--- src/rtl/rf_frame_map.svh ---
`ifndef RF_FRAME_MAP_SVH
`define RF_FRAME_MAP_SVH
// register word indices (printed offsets are not all multiples of four: byte address is index * 4)
`define RX_CRC_CTRL_IDX 8'h2D
`define TX_BIT_CTRL_IDX 8'h2E
`define TX_PULSE_IDX 8'h2F
`define STATUS_IDX 8'h40
`define MASK_IDX 8'h41
`define STATE_IDX 8'h42
// field positions
`define FORCE_COPY_BIT 7
`define ALIGN_BIT 4
`define PAYLOAD_BIT 3
`define INVERT_BIT 1
`define CHECK_EN_BIT 0
// reset values
`define CTRL_RESET 8'h00
// presets
`define P16_1 16'h6363
`define P16_2 16'hA671
`define P16_3 16'hFFFE
`define P16_7 16'hFFFF
`define P8_1 8'h12
`define P8_2 8'hBF
`define P8_3 8'hFD
`define P8_7 8'hFF
`define P5_1 5'h12
`define P5_7 5'h1F
// etu length in carrier clocks
`define ETU_CLOCKS 8'h80
`endif

--- src/rtl/rf_frame_pkg.sv ---
package rf_frame_pkg;
   typedef enum logic [1:0] {
      CHK_CRC5 = 2'h0,
      CHK_CRC8 = 2'h1,
      CHK_CRC16 = 2'h2,
      CHK_RES = 2'h3
   } check_type_type;
   typedef struct packed {
      logic force_crc_copy;
      logic [2:0] receive_preset_select;
      check_type_type receive_check_type;
      logic receive_check_invert;
      logic receive_check_enable;
   } rx_ctrl_type;
   typedef struct packed {
      logic [2:0] unused;
      logic start_alignment;
      logic payload_send_enable;
      logic [2:0] final_byte_length;
   } tx_ctrl_type;
   typedef struct packed {
      logic valid;
      logic last;
      logic [7:0] data;
   } byte_beat_type;
   typedef enum logic [3:0] {
      TX_IDLE = 4'b0001,
      TX_WAIT = 4'b0010,
      TX_SYMBOL = 4'b0100,
      TX_DATA = 4'b1000
   } tx_state_type;
endpackage

--- src/rtl/rf_frame_ctrl.sv ---
`timescale 1ns/10ps
`include "rf_frame_map.svh"
// Summary of operation
// - force copy bit stores received CRC bytes
// - CRC16 preset chosen by three-bit code
// - CRC8 and CRC5 presets by same code
// - type field selects CRC5, CRC8, CRC16
// - invert bit compares against inverted CRC
// - check enable gates error flag setting
// - alignment bit keeps starts on ETU grid
// - payload disabled sends single symbol only
// - final byte length, zero means eight
// - LSB first, surplus high bits dropped
// - pulse lasts width value plus one clocks
// - pulse ends by end of bit
// - pulse start from pulse start select
// - width used only in Miller mode
// - width also applies to start/stop symbols
// - user preset from nonvolatile configuration
module rf_frame_ctrl #(
   parameter int ETU_LEN = 128
) (
   // apb slave
   input wire logic pclk,
   input wire logic presetn,
   input wire logic clk_en,
   input wire logic psel,
   input wire logic penable,
   input wire logic pwrite,
   input wire logic [11:0] paddr,
   input wire logic [31:0] pwdata,
   output logic [31:0] prdata,
   output logic pready,
   output logic pslverr,
   output logic irq,
   // configuration and mode inputs
   input wire logic [15:0] user_preset,
   input wire logic miller_mode,
   input wire logic [6:0] pulse_start_select,
   // carrier clock enable tick (same domain)
   input wire logic carrier_tick,
   // receive stream
   input wire rf_frame_pkg::byte_beat_type rx_in,
   input wire logic rx_start,
   output rf_frame_pkg::byte_beat_type fifo_out,
   // transmit
   input wire logic tx_start,
   input wire rf_frame_pkg::byte_beat_type tx_in,
   output logic tx_ready,
   output logic tx_mod,
   output logic tx_busy
);
   import rf_frame_pkg::*;

   ////////////////////////////////////////////////////////////////
   // registers
   rx_ctrl_type rxc_r, rxc_nxt;
   tx_ctrl_type txc_r, txc_nxt;
   logic [7:0] width_r, width_nxt;
   logic [1:0] stat_r, stat_nxt;
   logic [1:0] mask_r, mask_nxt;
   logic [7:0] idx;
   logic wr, rd_ok;
   logic crc_err_ev, tx_done_ev;
   // transmit state is declared here because the read mux shows it
   tx_state_type tx_st_r, tx_st_nxt;

   assign idx = paddr[9:2];
   assign wr = psel & penable & pwrite & clk_en;
   assign pready = 1'b1; // zero wait states
   assign irq = |(stat_r & mask_r);

   // address decode and register writes
   always_comb begin
      rxc_nxt = rxc_r;
      txc_nxt = txc_r;
      width_nxt = width_r;
      mask_nxt = mask_r;
      stat_nxt = stat_r;
      rd_ok = 1'b1;
      if (idx == `RX_CRC_CTRL_IDX) begin
         if (wr) rxc_nxt = rx_ctrl_type'(pwdata[7:0]);
      end else if (idx == `TX_BIT_CTRL_IDX) begin
         if (wr) txc_nxt = tx_ctrl_type'({3'h0, pwdata[4:0]});
      end else if (idx == `TX_PULSE_IDX) begin
         if (wr) width_nxt = pwdata[7:0];
      end else if (idx == `MASK_IDX) begin
         if (wr) mask_nxt = pwdata[1:0];
      end else if (idx == `STATUS_IDX) begin
         if (wr) stat_nxt = stat_r & ~pwdata[1:0];
      end else if (idx == `STATE_IDX) begin
         rd_ok = 1'b1;
      end else begin
         rd_ok = 1'b0;
      end
      if (rx_start & clk_en) stat_nxt[0] = 1'b0;
      // set wins over clear
      if (crc_err_ev) stat_nxt[0] = 1'b1;
      if (tx_done_ev) stat_nxt[1] = 1'b1;
   end

   always_comb begin
      prdata = 32'h0;
      if (idx == `RX_CRC_CTRL_IDX) begin
         prdata[7:0] = rxc_r;
      end else if (idx == `TX_BIT_CTRL_IDX) begin
         prdata[7:0] = txc_r;
      end else if (idx == `TX_PULSE_IDX) begin
         prdata[7:0] = width_r;
      end else if (idx == `STATUS_IDX) begin
         prdata[1:0] = stat_r;
      end else if (idx == `MASK_IDX) begin
         prdata[1:0] = mask_r;
      end else if (idx == `STATE_IDX) begin
         prdata[3:0] = tx_st_r;
      end
   end
   assign pslverr = psel & penable & ~rd_ok;

   always_ff @(posedge pclk or negedge presetn) begin
      if (!presetn) begin
         rxc_r <= rx_ctrl_type'(`CTRL_RESET);
         txc_r <= tx_ctrl_type'(`CTRL_RESET);
         width_r <= `CTRL_RESET;
         stat_r <= 2'h0;
         mask_r <= 2'h0;
      end else if (clk_en) begin
         rxc_r <= rxc_nxt;
         txc_r <= txc_nxt;
         width_r <= width_nxt;
         stat_r <= stat_nxt;
         mask_r <= mask_nxt;
      end
   end

   ////////////////////////////////////////////////////////////////
   // receive crc check: serial lsb-first update per byte
   logic [15:0] crc_r, crc_nxt, preset, poly, topmask, calc;
   logic [1:0] cnt_r, cnt_nxt;
   logic [15:0] last2_r, last2_nxt;
   // crc value before the latest beat; the crc16 tail is checked against it
   logic [15:0] prev_r, prev_nxt;
   byte_beat_type fo_nxt;
   logic err_pulse;

   // preset table; codes 4 and 5 give zero, host must avoid them
   always_comb begin
      preset = 16'h0;
      case (rxc_r.receive_check_type)
         CHK_CRC16: begin
            case (rxc_r.receive_preset_select)
               3'h1: preset = `P16_1;
               3'h2: preset = `P16_2;
               3'h3: preset = `P16_3;
               3'h6: preset = user_preset;
               3'h7: preset = `P16_7;
               default: preset = 16'h0;
            endcase
         end
         CHK_CRC8: begin
            case (rxc_r.receive_preset_select)
               3'h1: preset = {8'h0, `P8_1};
               3'h2: preset = {8'h0, `P8_2};
               3'h3: preset = {8'h0, `P8_3};
               3'h6: preset = {8'h0, user_preset[7:0]};
               3'h7: preset = {8'h0, `P8_7};
               default: preset = 16'h0;
            endcase
         end
         default: begin
            case (rxc_r.receive_preset_select)
               3'h1: preset = {11'h0, `P5_1};
               3'h6: preset = {11'h0, user_preset[4:0]};
               3'h7: preset = {11'h0, `P5_7};
               default: preset = 16'h0;
            endcase
         end
      endcase
   end

   // reflected polynomials per type
   always_comb begin
      case (rxc_r.receive_check_type)
         CHK_CRC16: begin
            poly = 16'h8408;
            topmask = 16'hFFFF;
         end
         CHK_CRC8: begin
            poly = 16'h00B8;
            topmask = 16'h00FF;
         end
         default: begin
            poly = 16'h0014;
            topmask = 16'h001F;
         end
      endcase
   end

   // one byte through the reflected register, lsb first
   // the loop unrolls to eight xor stages; fine at this clock rate
   function automatic logic [15:0] crc_byte(input logic [15:0] c, input logic [7:0] d,
                                            input logic [15:0] p);
      logic [15:0] v;
      v = c;
      for (int i = 0; i < 8; i++) begin
         if (v[0] ^ d[i]) v = (v >> 1) ^ p;
         else v = v >> 1;
      end
      return v;
   endfunction

   always_comb begin
      crc_nxt = crc_r;
      cnt_nxt = cnt_r;
      last2_nxt = last2_r;
      prev_nxt = prev_r;
      fo_nxt = '0;
      err_pulse = 1'b0;
      // the crc16 tail is two bytes: its reference excludes the low tail byte
      // crc5 and crc8 tails are one byte, so the running value is the reference
      calc = (rxc_r.receive_check_type == CHK_CRC16) ? prev_r & topmask : crc_r & topmask;
      if (rxc_r.receive_check_invert) calc = ~calc & topmask;
      if (rx_start) begin
         crc_nxt = preset;
         cnt_nxt = 2'h0;
      end else if (rx_in.valid) begin
         crc_nxt = crc_byte(crc_r, rx_in.data, poly) & topmask;
         // crc bytes are the trailing ones; the last byte passes only when copying
         fo_nxt = rx_in;
         if (!rxc_r.force_crc_copy && rx_in.last) fo_nxt = '0;
         if (rx_in.last) begin
            if (rxc_r.receive_check_type == CHK_CRC16) begin
               // tail arrives low byte first
               err_pulse = ({rx_in.data, last2_r[7:0]} != calc);
            end else begin
               err_pulse = ({8'h0, rx_in.data} & topmask) != calc;
            end
         end
         last2_nxt = {last2_r[7:0], rx_in.data};
         prev_nxt = crc_r;
      end
   end
   assign crc_err_ev = err_pulse & rxc_r.receive_check_enable & clk_en;

   always_ff @(posedge pclk or negedge presetn) begin
      if (!presetn) begin
         crc_r <= 16'h0;
         cnt_r <= 2'h0;
         last2_r <= 16'h0;
         prev_r <= 16'h0;
         fifo_out <= '0;
      end else if (clk_en) begin
         crc_r <= crc_nxt;
         cnt_r <= cnt_nxt;
         last2_r <= last2_nxt;
         prev_r <= prev_nxt;
         fifo_out <= fo_nxt;
      end
   end

   ////////////////////////////////////////////////////////////////
   // transmit bit control
   logic [7:0] sh_r, sh_nxt;
   logic [3:0] bits_r, bits_nxt;
   logic last_r, last_nxt;
   logic [7:0] etu_r, etu_nxt;
   logic [8:0] pw_r, pw_nxt;
   logic mod_nxt, bit_end;

   assign bit_end = carrier_tick && (etu_r == 8'(ETU_LEN - 1));
   // a byte is taken at the bit boundary so that its first bit keeps a full slot;
   // loading later would let bit zero miss its pulse point
   assign tx_ready = clk_en && txc_r.payload_send_enable && (
      (tx_st_r == TX_WAIT && (!txc_r.start_alignment || bit_end)) ||
      (tx_st_r == TX_DATA && !last_r && (bits_r == 4'h0 || (bits_r == 4'h1 && bit_end))));
   assign tx_busy = (tx_st_r != TX_IDLE);
   assign tx_done_ev = clk_en && bit_end && (tx_st_r == TX_SYMBOL ||
      (tx_st_r == TX_DATA && bits_r == 4'h1 && last_r));

   always_comb begin
      tx_st_nxt = tx_st_r;
      sh_nxt = sh_r;
      bits_nxt = bits_r;
      last_nxt = last_r;
      etu_nxt = etu_r;
      pw_nxt = pw_r;
      mod_nxt = tx_mod;
      // etu counter runs free so grid starts stay whole etus apart
      if (carrier_tick) etu_nxt = bit_end ? 8'h0 : etu_r + 8'h1;
      case (tx_st_r)
         TX_IDLE: begin
            if (tx_start) begin
               tx_st_nxt = TX_WAIT;
            end
         end
         TX_WAIT: begin
            // aligned start waits until the running bit ends
            if (!txc_r.start_alignment || bit_end) begin
               tx_st_nxt = txc_r.payload_send_enable ? TX_DATA : TX_SYMBOL;
               bits_nxt = 4'h0;
               last_nxt = 1'b0;
               // a free start restarts the bit timer here
               if (!txc_r.start_alignment) etu_nxt = 8'h0;
               // first byte enters with the first bit period
               if (tx_ready && tx_in.valid) begin
                  sh_nxt = tx_in.data;
                  last_nxt = tx_in.last;
                  bits_nxt = (tx_in.last && txc_r.final_byte_length != 3'h0) ?
                     {1'b0, txc_r.final_byte_length} : 4'h8;
               end
            end
         end
         TX_SYMBOL: begin
            if (bit_end) tx_st_nxt = TX_IDLE;
         end
         default: begin
            if (tx_ready && tx_in.valid) begin
               sh_nxt = tx_in.data;
               last_nxt = tx_in.last;
               // zero length means full byte; high bits dropped
               bits_nxt = (tx_in.last && txc_r.final_byte_length != 3'h0) ?
                  {1'b0, txc_r.final_byte_length} : 4'h8;
            end else if (bit_end && bits_r != 4'h0) begin
               sh_nxt = sh_r >> 1;
               bits_nxt = bits_r - 4'h1;
               if (bits_r == 4'h1 && last_r) tx_st_nxt = TX_IDLE;
            end
         end
      endcase
      // pulse generation: starts at the selected point in the bit
      if (carrier_tick && tx_st_r inside {TX_SYMBOL, TX_DATA}) begin
         if (etu_r == {1'b0, pulse_start_select} &&
             (tx_st_r == TX_SYMBOL || (bits_r != 4'h0 && !sh_r[0]))) begin
            mod_nxt = 1'b1;
            // miller uses programmed width, else a fixed single clock
            pw_nxt = miller_mode ? {1'b0, width_r} : 9'h0;
         end else if (mod_nxt) begin
            if (pw_r == 9'h0) mod_nxt = 1'b0;
            else pw_nxt = pw_r - 9'h1;
         end
      end
      if (bit_end) mod_nxt = 1'b0;
      if (tx_st_nxt == TX_IDLE) mod_nxt = 1'b0;
   end

   // transmit state; clk_en low freezes the bit timer as well
   // so a stalled carrier stretches the bit instead of cutting it
   always_ff @(posedge pclk or negedge presetn) begin
      if (!presetn) begin
         tx_st_r <= TX_IDLE;
         sh_r <= 8'h0;
         bits_r <= 4'h0;
         last_r <= 1'b0;
         etu_r <= 8'h0;
         pw_r <= 9'h0;
         tx_mod <= 1'b0;
      end else if (clk_en) begin
         tx_st_r <= tx_st_nxt;
         sh_r <= sh_nxt;
         bits_r <= bits_nxt;
         last_r <= last_nxt;
         etu_r <= etu_nxt;
         pw_r <= pw_nxt;
         tx_mod <= mod_nxt;
      end
   end
endmodule

--- config.mk ---
export PLATFORM = sky130hd
export DESIGN_NAME = rf_frame_ctrl
export DESIGN_NICKNAME = d
export VERILOG_FILES = /design/src/rtl/rf_frame_pkg.sv /design/src/rtl/rf_frame_ctrl.sv
export VERILOG_INCLUDE_DIRS = /design/src /design/src/rtl
export SDC_FILE = /design/constraint.sdc
export NUM_CORES = 1
export LEC_CHECK = 0
export BUFFER_PORTS_ARGS = -buffer_cell sky130_fd_sc_hd__buf_2
export CAP_MARGIN = 5
export CORE_MARGIN = 2
export CORE_UTILIZATION = 40
export DETAILED_ROUTE_END_ITERATION = 10
export PLACE_DENSITY = 0.58
export SLEW_MARGIN = 25
export SYNTH_ARGS = -nofsm -noshare
export SYNTH_HDL_FRONTEND = slang
export SYNTH_SLANG_ARGS = --single-unit
--- constraint.sdc ---
create_clock -name pclk -period 5.5 [get_ports pclk]
set_input_delay 0.55 -clock pclk [delete_from_list [all_inputs] [get_ports pclk]]
set_output_delay 0.55 -clock pclk [all_outputs]
set_load 0.1 [all_outputs]
==> run_results.csv <==
group,metric,value,unit
sta,tightest_slew,0.868,ns
clocking,cts_buffers,9,
sta,drv_slew,0,
grt,grt_pass1_vias,5994,
grt,top_usage_layer,"met2",
floorplanning,dieArea,19900,um2
run_status,outcome,"completed",
power_and_ir_drop,p_comb_share,38.9,%
route,postRouteAntennaNets,0,
power_and_ir_drop,total_power,0.00284,W
sta,hold_viol,0,
clocking,cts_max_level,3,
grt,grtUsageMet1,28.6,%
worst_setup_path,cp-end-kind,"output pin",
clocking,cts_resized,0,
worst_setup_path,cp-start-kind,"register",
floorplanning,core,18500,um2
grt,grtUsageMet2,34.3,%
yosys,synth_top_area_cell,"dfrtp_1",
route,vias,6457,
route,viasPerCell,5.47,
sta,finalClockSkew,0.00693,ns
layout,post-route-cell-area,8300,um2
yosys,ys_ff_latch,110,
placed_design,io_buffers,91,
yosys,netlist.area_leader.share,36.4,%
hold_path,holdCritPathClass,"input pin to asynchronous set/reset pin",
power_and_ir_drop,power_density,342,nW/um2
yosys,postSynth.asyncResetShare,100,%
worst_setup_path,crit_start,"tx_st_r[1]$_DFFE_PN0P_",
grt,grt_max_degree,60,
sta,max_slew_margin,41.4,%
worst_setup_path,crit_fanout,11,
layout,final_nets,1046,
floorplanning,die_w,141,um
clocking,cts_max_path_buffers,2,
yosys,synth.avg_cell_area,8.42,um2
sta,finalCritPeriodShare,59.6,%
placed_design,place_area,7970,um2
grt,grtUsageTotal,21.0,%
clocking,cts_root_buffer,"clkbuf_16",
worst_setup_path,cp.required,4.95,ns
clocking,clkSinkCount,110,
sta,layout_setup_ws,2.22,ns
route,firstDrtPassIters,5,
placed_design,dp_slack,2.34,ns
layout,final_layout_size_suffix_gt1_share,16.2,%
yosys,syn_area,7500,um2
worst_setup_path,r2r_start,"rxc_r[2]$_DFFE_PN0P_",
sta,clock.fmax,0.305,GHz
placed_design,dp_hpwl,14900,um
clocking,clock_latency,0.36,ns
floorplanning,start_util,40.5,%
worst_setup_path,arrival,2.73,ns
sta,rsz0062_at_grt,"no",
route,drt_iter0_markers,502,
power_and_ir_drop,internal_power,0.00175,W
clocking,cts_tree,"built",
power_and_ir_drop,power.leakage,3.80,nW
yosys,ys.warnings.count,0,
floorplanning,row_count,50,
yosys,ys.flop_type,"dfrtp_1",
worst_setup_path,crit_type,"register to output pin",
power_and_ir_drop,clock_power_share,25.9,%
sta,min_period,3.28,ns
power_and_ir_drop,switching_power,0.00109,W
power_and_ir_drop,switching_share,38.5,%
route,drcViolationCount,0,
run,cap_violations,0,
route,wl,20600,um
layout,nFillCells,1854,
grt,antenna_found_initial,1,
clocking,post-cts-setup-buffers,0,
placed_design,gp_congestion,0.836,
yosys,ys_seq_area_share,36.7,%
power_and_ir_drop,seqPwrFrac,35.2,%
yosys,yosys.cell_types.count,72,
yosys,synthTopCellsByArea,"dfrtp_1 36%, nand2_1 7.6%, xnor2_1 5.1%",
layout,syn2layout_area_growth,10.8,%
clocking,cts.hold.buffers_added,0,
clocking,clkSlewWorstSetupHoldPaths,0.08,ns
grt,gr-total-overflow,0,
grt,gr-usage-met3,3.74,%
yosys,syn_inst,890,
floorplanning,die_h,141,um
sta,setup_tns,0,ns
route,wl_per_cell,17.4,um
grt,grt_pass1_wl,33000,um
layout,diodes,0,
floorplanning,io_pins,145,
yosys,synth-edff-count,0,
power_and_ir_drop,peakVddDrop,0.205,mV
sta,final-setup-viol-count,0,
==> final timing paths <==
kind                                            to  slack, ns  cells after the start
setup / recovery                          tx_ready       2.22                      6
hold / removal                 sh_r[3]$_DFFE_PN0P_       0.27                      1
setup reg to reg             stat_r[0]$_DFFE_PN0P_       2.41                      9
hold reg to reg            fifo_out[9]$_DFFE_PN0P_       0.48                      1
max in group asynchronous   last2_r[6]$_DFFE_PN0P_       3.98                      2
min in group pclk              sh_r[7]$_DFFE_PN0P_       0.42                      3
==> cells by family (layout without fill, tap and decap cells) <==
kind of cell | Yosys count | in the layout | synth area share [%]
simple gates | 338 | 338 | 20.2
compound gates | 212 | 212 | 17.8
xor+xnor | 82 | 82 | 11.5
other cells | 2 | 25 | 0.100
fa+ha+maj | 7 | 7 | 1.17
flops | 110 | 110 | 36.7
mux | 41 | 41 | 5.96
buf+inv | 98 | 132 | 6.46
==> power groups by stage <==
stage | Sequential (W) | Clock [W] | Combinational (W)
3_3_place_gp | 0.00101 | 0 | 0.00110
5_1_grt | 0.00101 | 0.000787 | 0.00120
6_report | 0.000999 | 0.000736 | 0.00110
2_1_floorplan | 0.000998 | 0 | 0.000903
3_5_place_dp | 0.00101 | 0 | 0.00110
4_1_cts | 0.000997 | 0.000760 | 0.00111
==> synthesized netlist by cell type, types with 6 or more instances <==
master      n
a21oi_1    50
xor2_1     28
nor2b_1    12
nand3_1    17
clkbuf_1   41
nand4_1    15
mux2_2     19
mux2i_1    21
inv_1      15
a31oi_1    10
o21ai_0    69
nor3_1     21
nand2_1   152
o211ai_1    8
a22oi_1     7
xnor2_1    44
dfrtp_1   109
nor2_1     81
a22o_1     11
a21o_1      7
nand2b_1    6
buf_2       8
buf_4      26
ha_1        7
==> per-layer routing <==
metal,up-vias,share of wire [%]
li1,3162,-
met1,3111,46
met2,155,47
met3,27,4.7
met4,2,2.0
met5,-,0.054
==> flip-flops by register name, summed over array words and instances (netlist names) <==
| signal | count |
|---|---|
| last2_r | 8 |
| stat_r | 2 |
| mask_r | 2 |
| prev_r | 16 |
| sh_r | 8 |
| etu_r | 8 |
| crc_r | 16 |
| tx_st_r | 4 |
| tx_mod | 1 |
| txc_r | 5 |
| last_r | 1 |
| fifo_out | 10 |
| width_r | 8 |
| rxc_r | 8 |
| bits_r | 4 |
| pw_r | 9 |
==> metrics by stage <==
stage               hold slack (ns)  instances  utilization, %
detailed placement            0.465       1165            43.1
finish                        0.266       1181            44.8
global route                  0.326       1181            44.8
CTS                           0.293       1181            44.8
floorplan                     0.254        913               -
global placement              0.463       1165            43.1
==> layout make-up <==
type / instances / area, um2 / share of cell area, %
clock buffer: 10 / 239 / 2.88
clock inverter: 6 / 91.3 / 1.10
inverter: 17 / 63.8 / 0.769
multi-input combinational: 705 / 4340 / 52.3
sequential: 110 / 2750 / 33.2
tap: 234 / 293 / 3.53
timing repair buffer: 99 / 518 / 6.24
==> cell usage in the layout (no fill, tap or decap), types with 11 or more instances in the layout <==
cell type and count:
dfrtp_1 109, nand4_1 15, inv_1 15, nand2_1 152, mux2i_1 21, buf_2 90, xnor2_1 44, nor2b_1 12
xor2_1 28, a21oi_1 50, nor3_1 21, conb_1 25, a22o_1 11, nor2_1 81, nand3_1 17, o21ai_0 69
mux2_2 19
==> worst max-delay path, cell delays in order, from the launching register on <==
cell	delay (ns)
dfrtp_1	0.59
inv_1	0.14
nor4_2	0.61
and3_1	0.34
nor2_1	0.08
nor2_1	0.14
buf_2	0.46
Note: power is estimated with default switching activity, not from simulation.
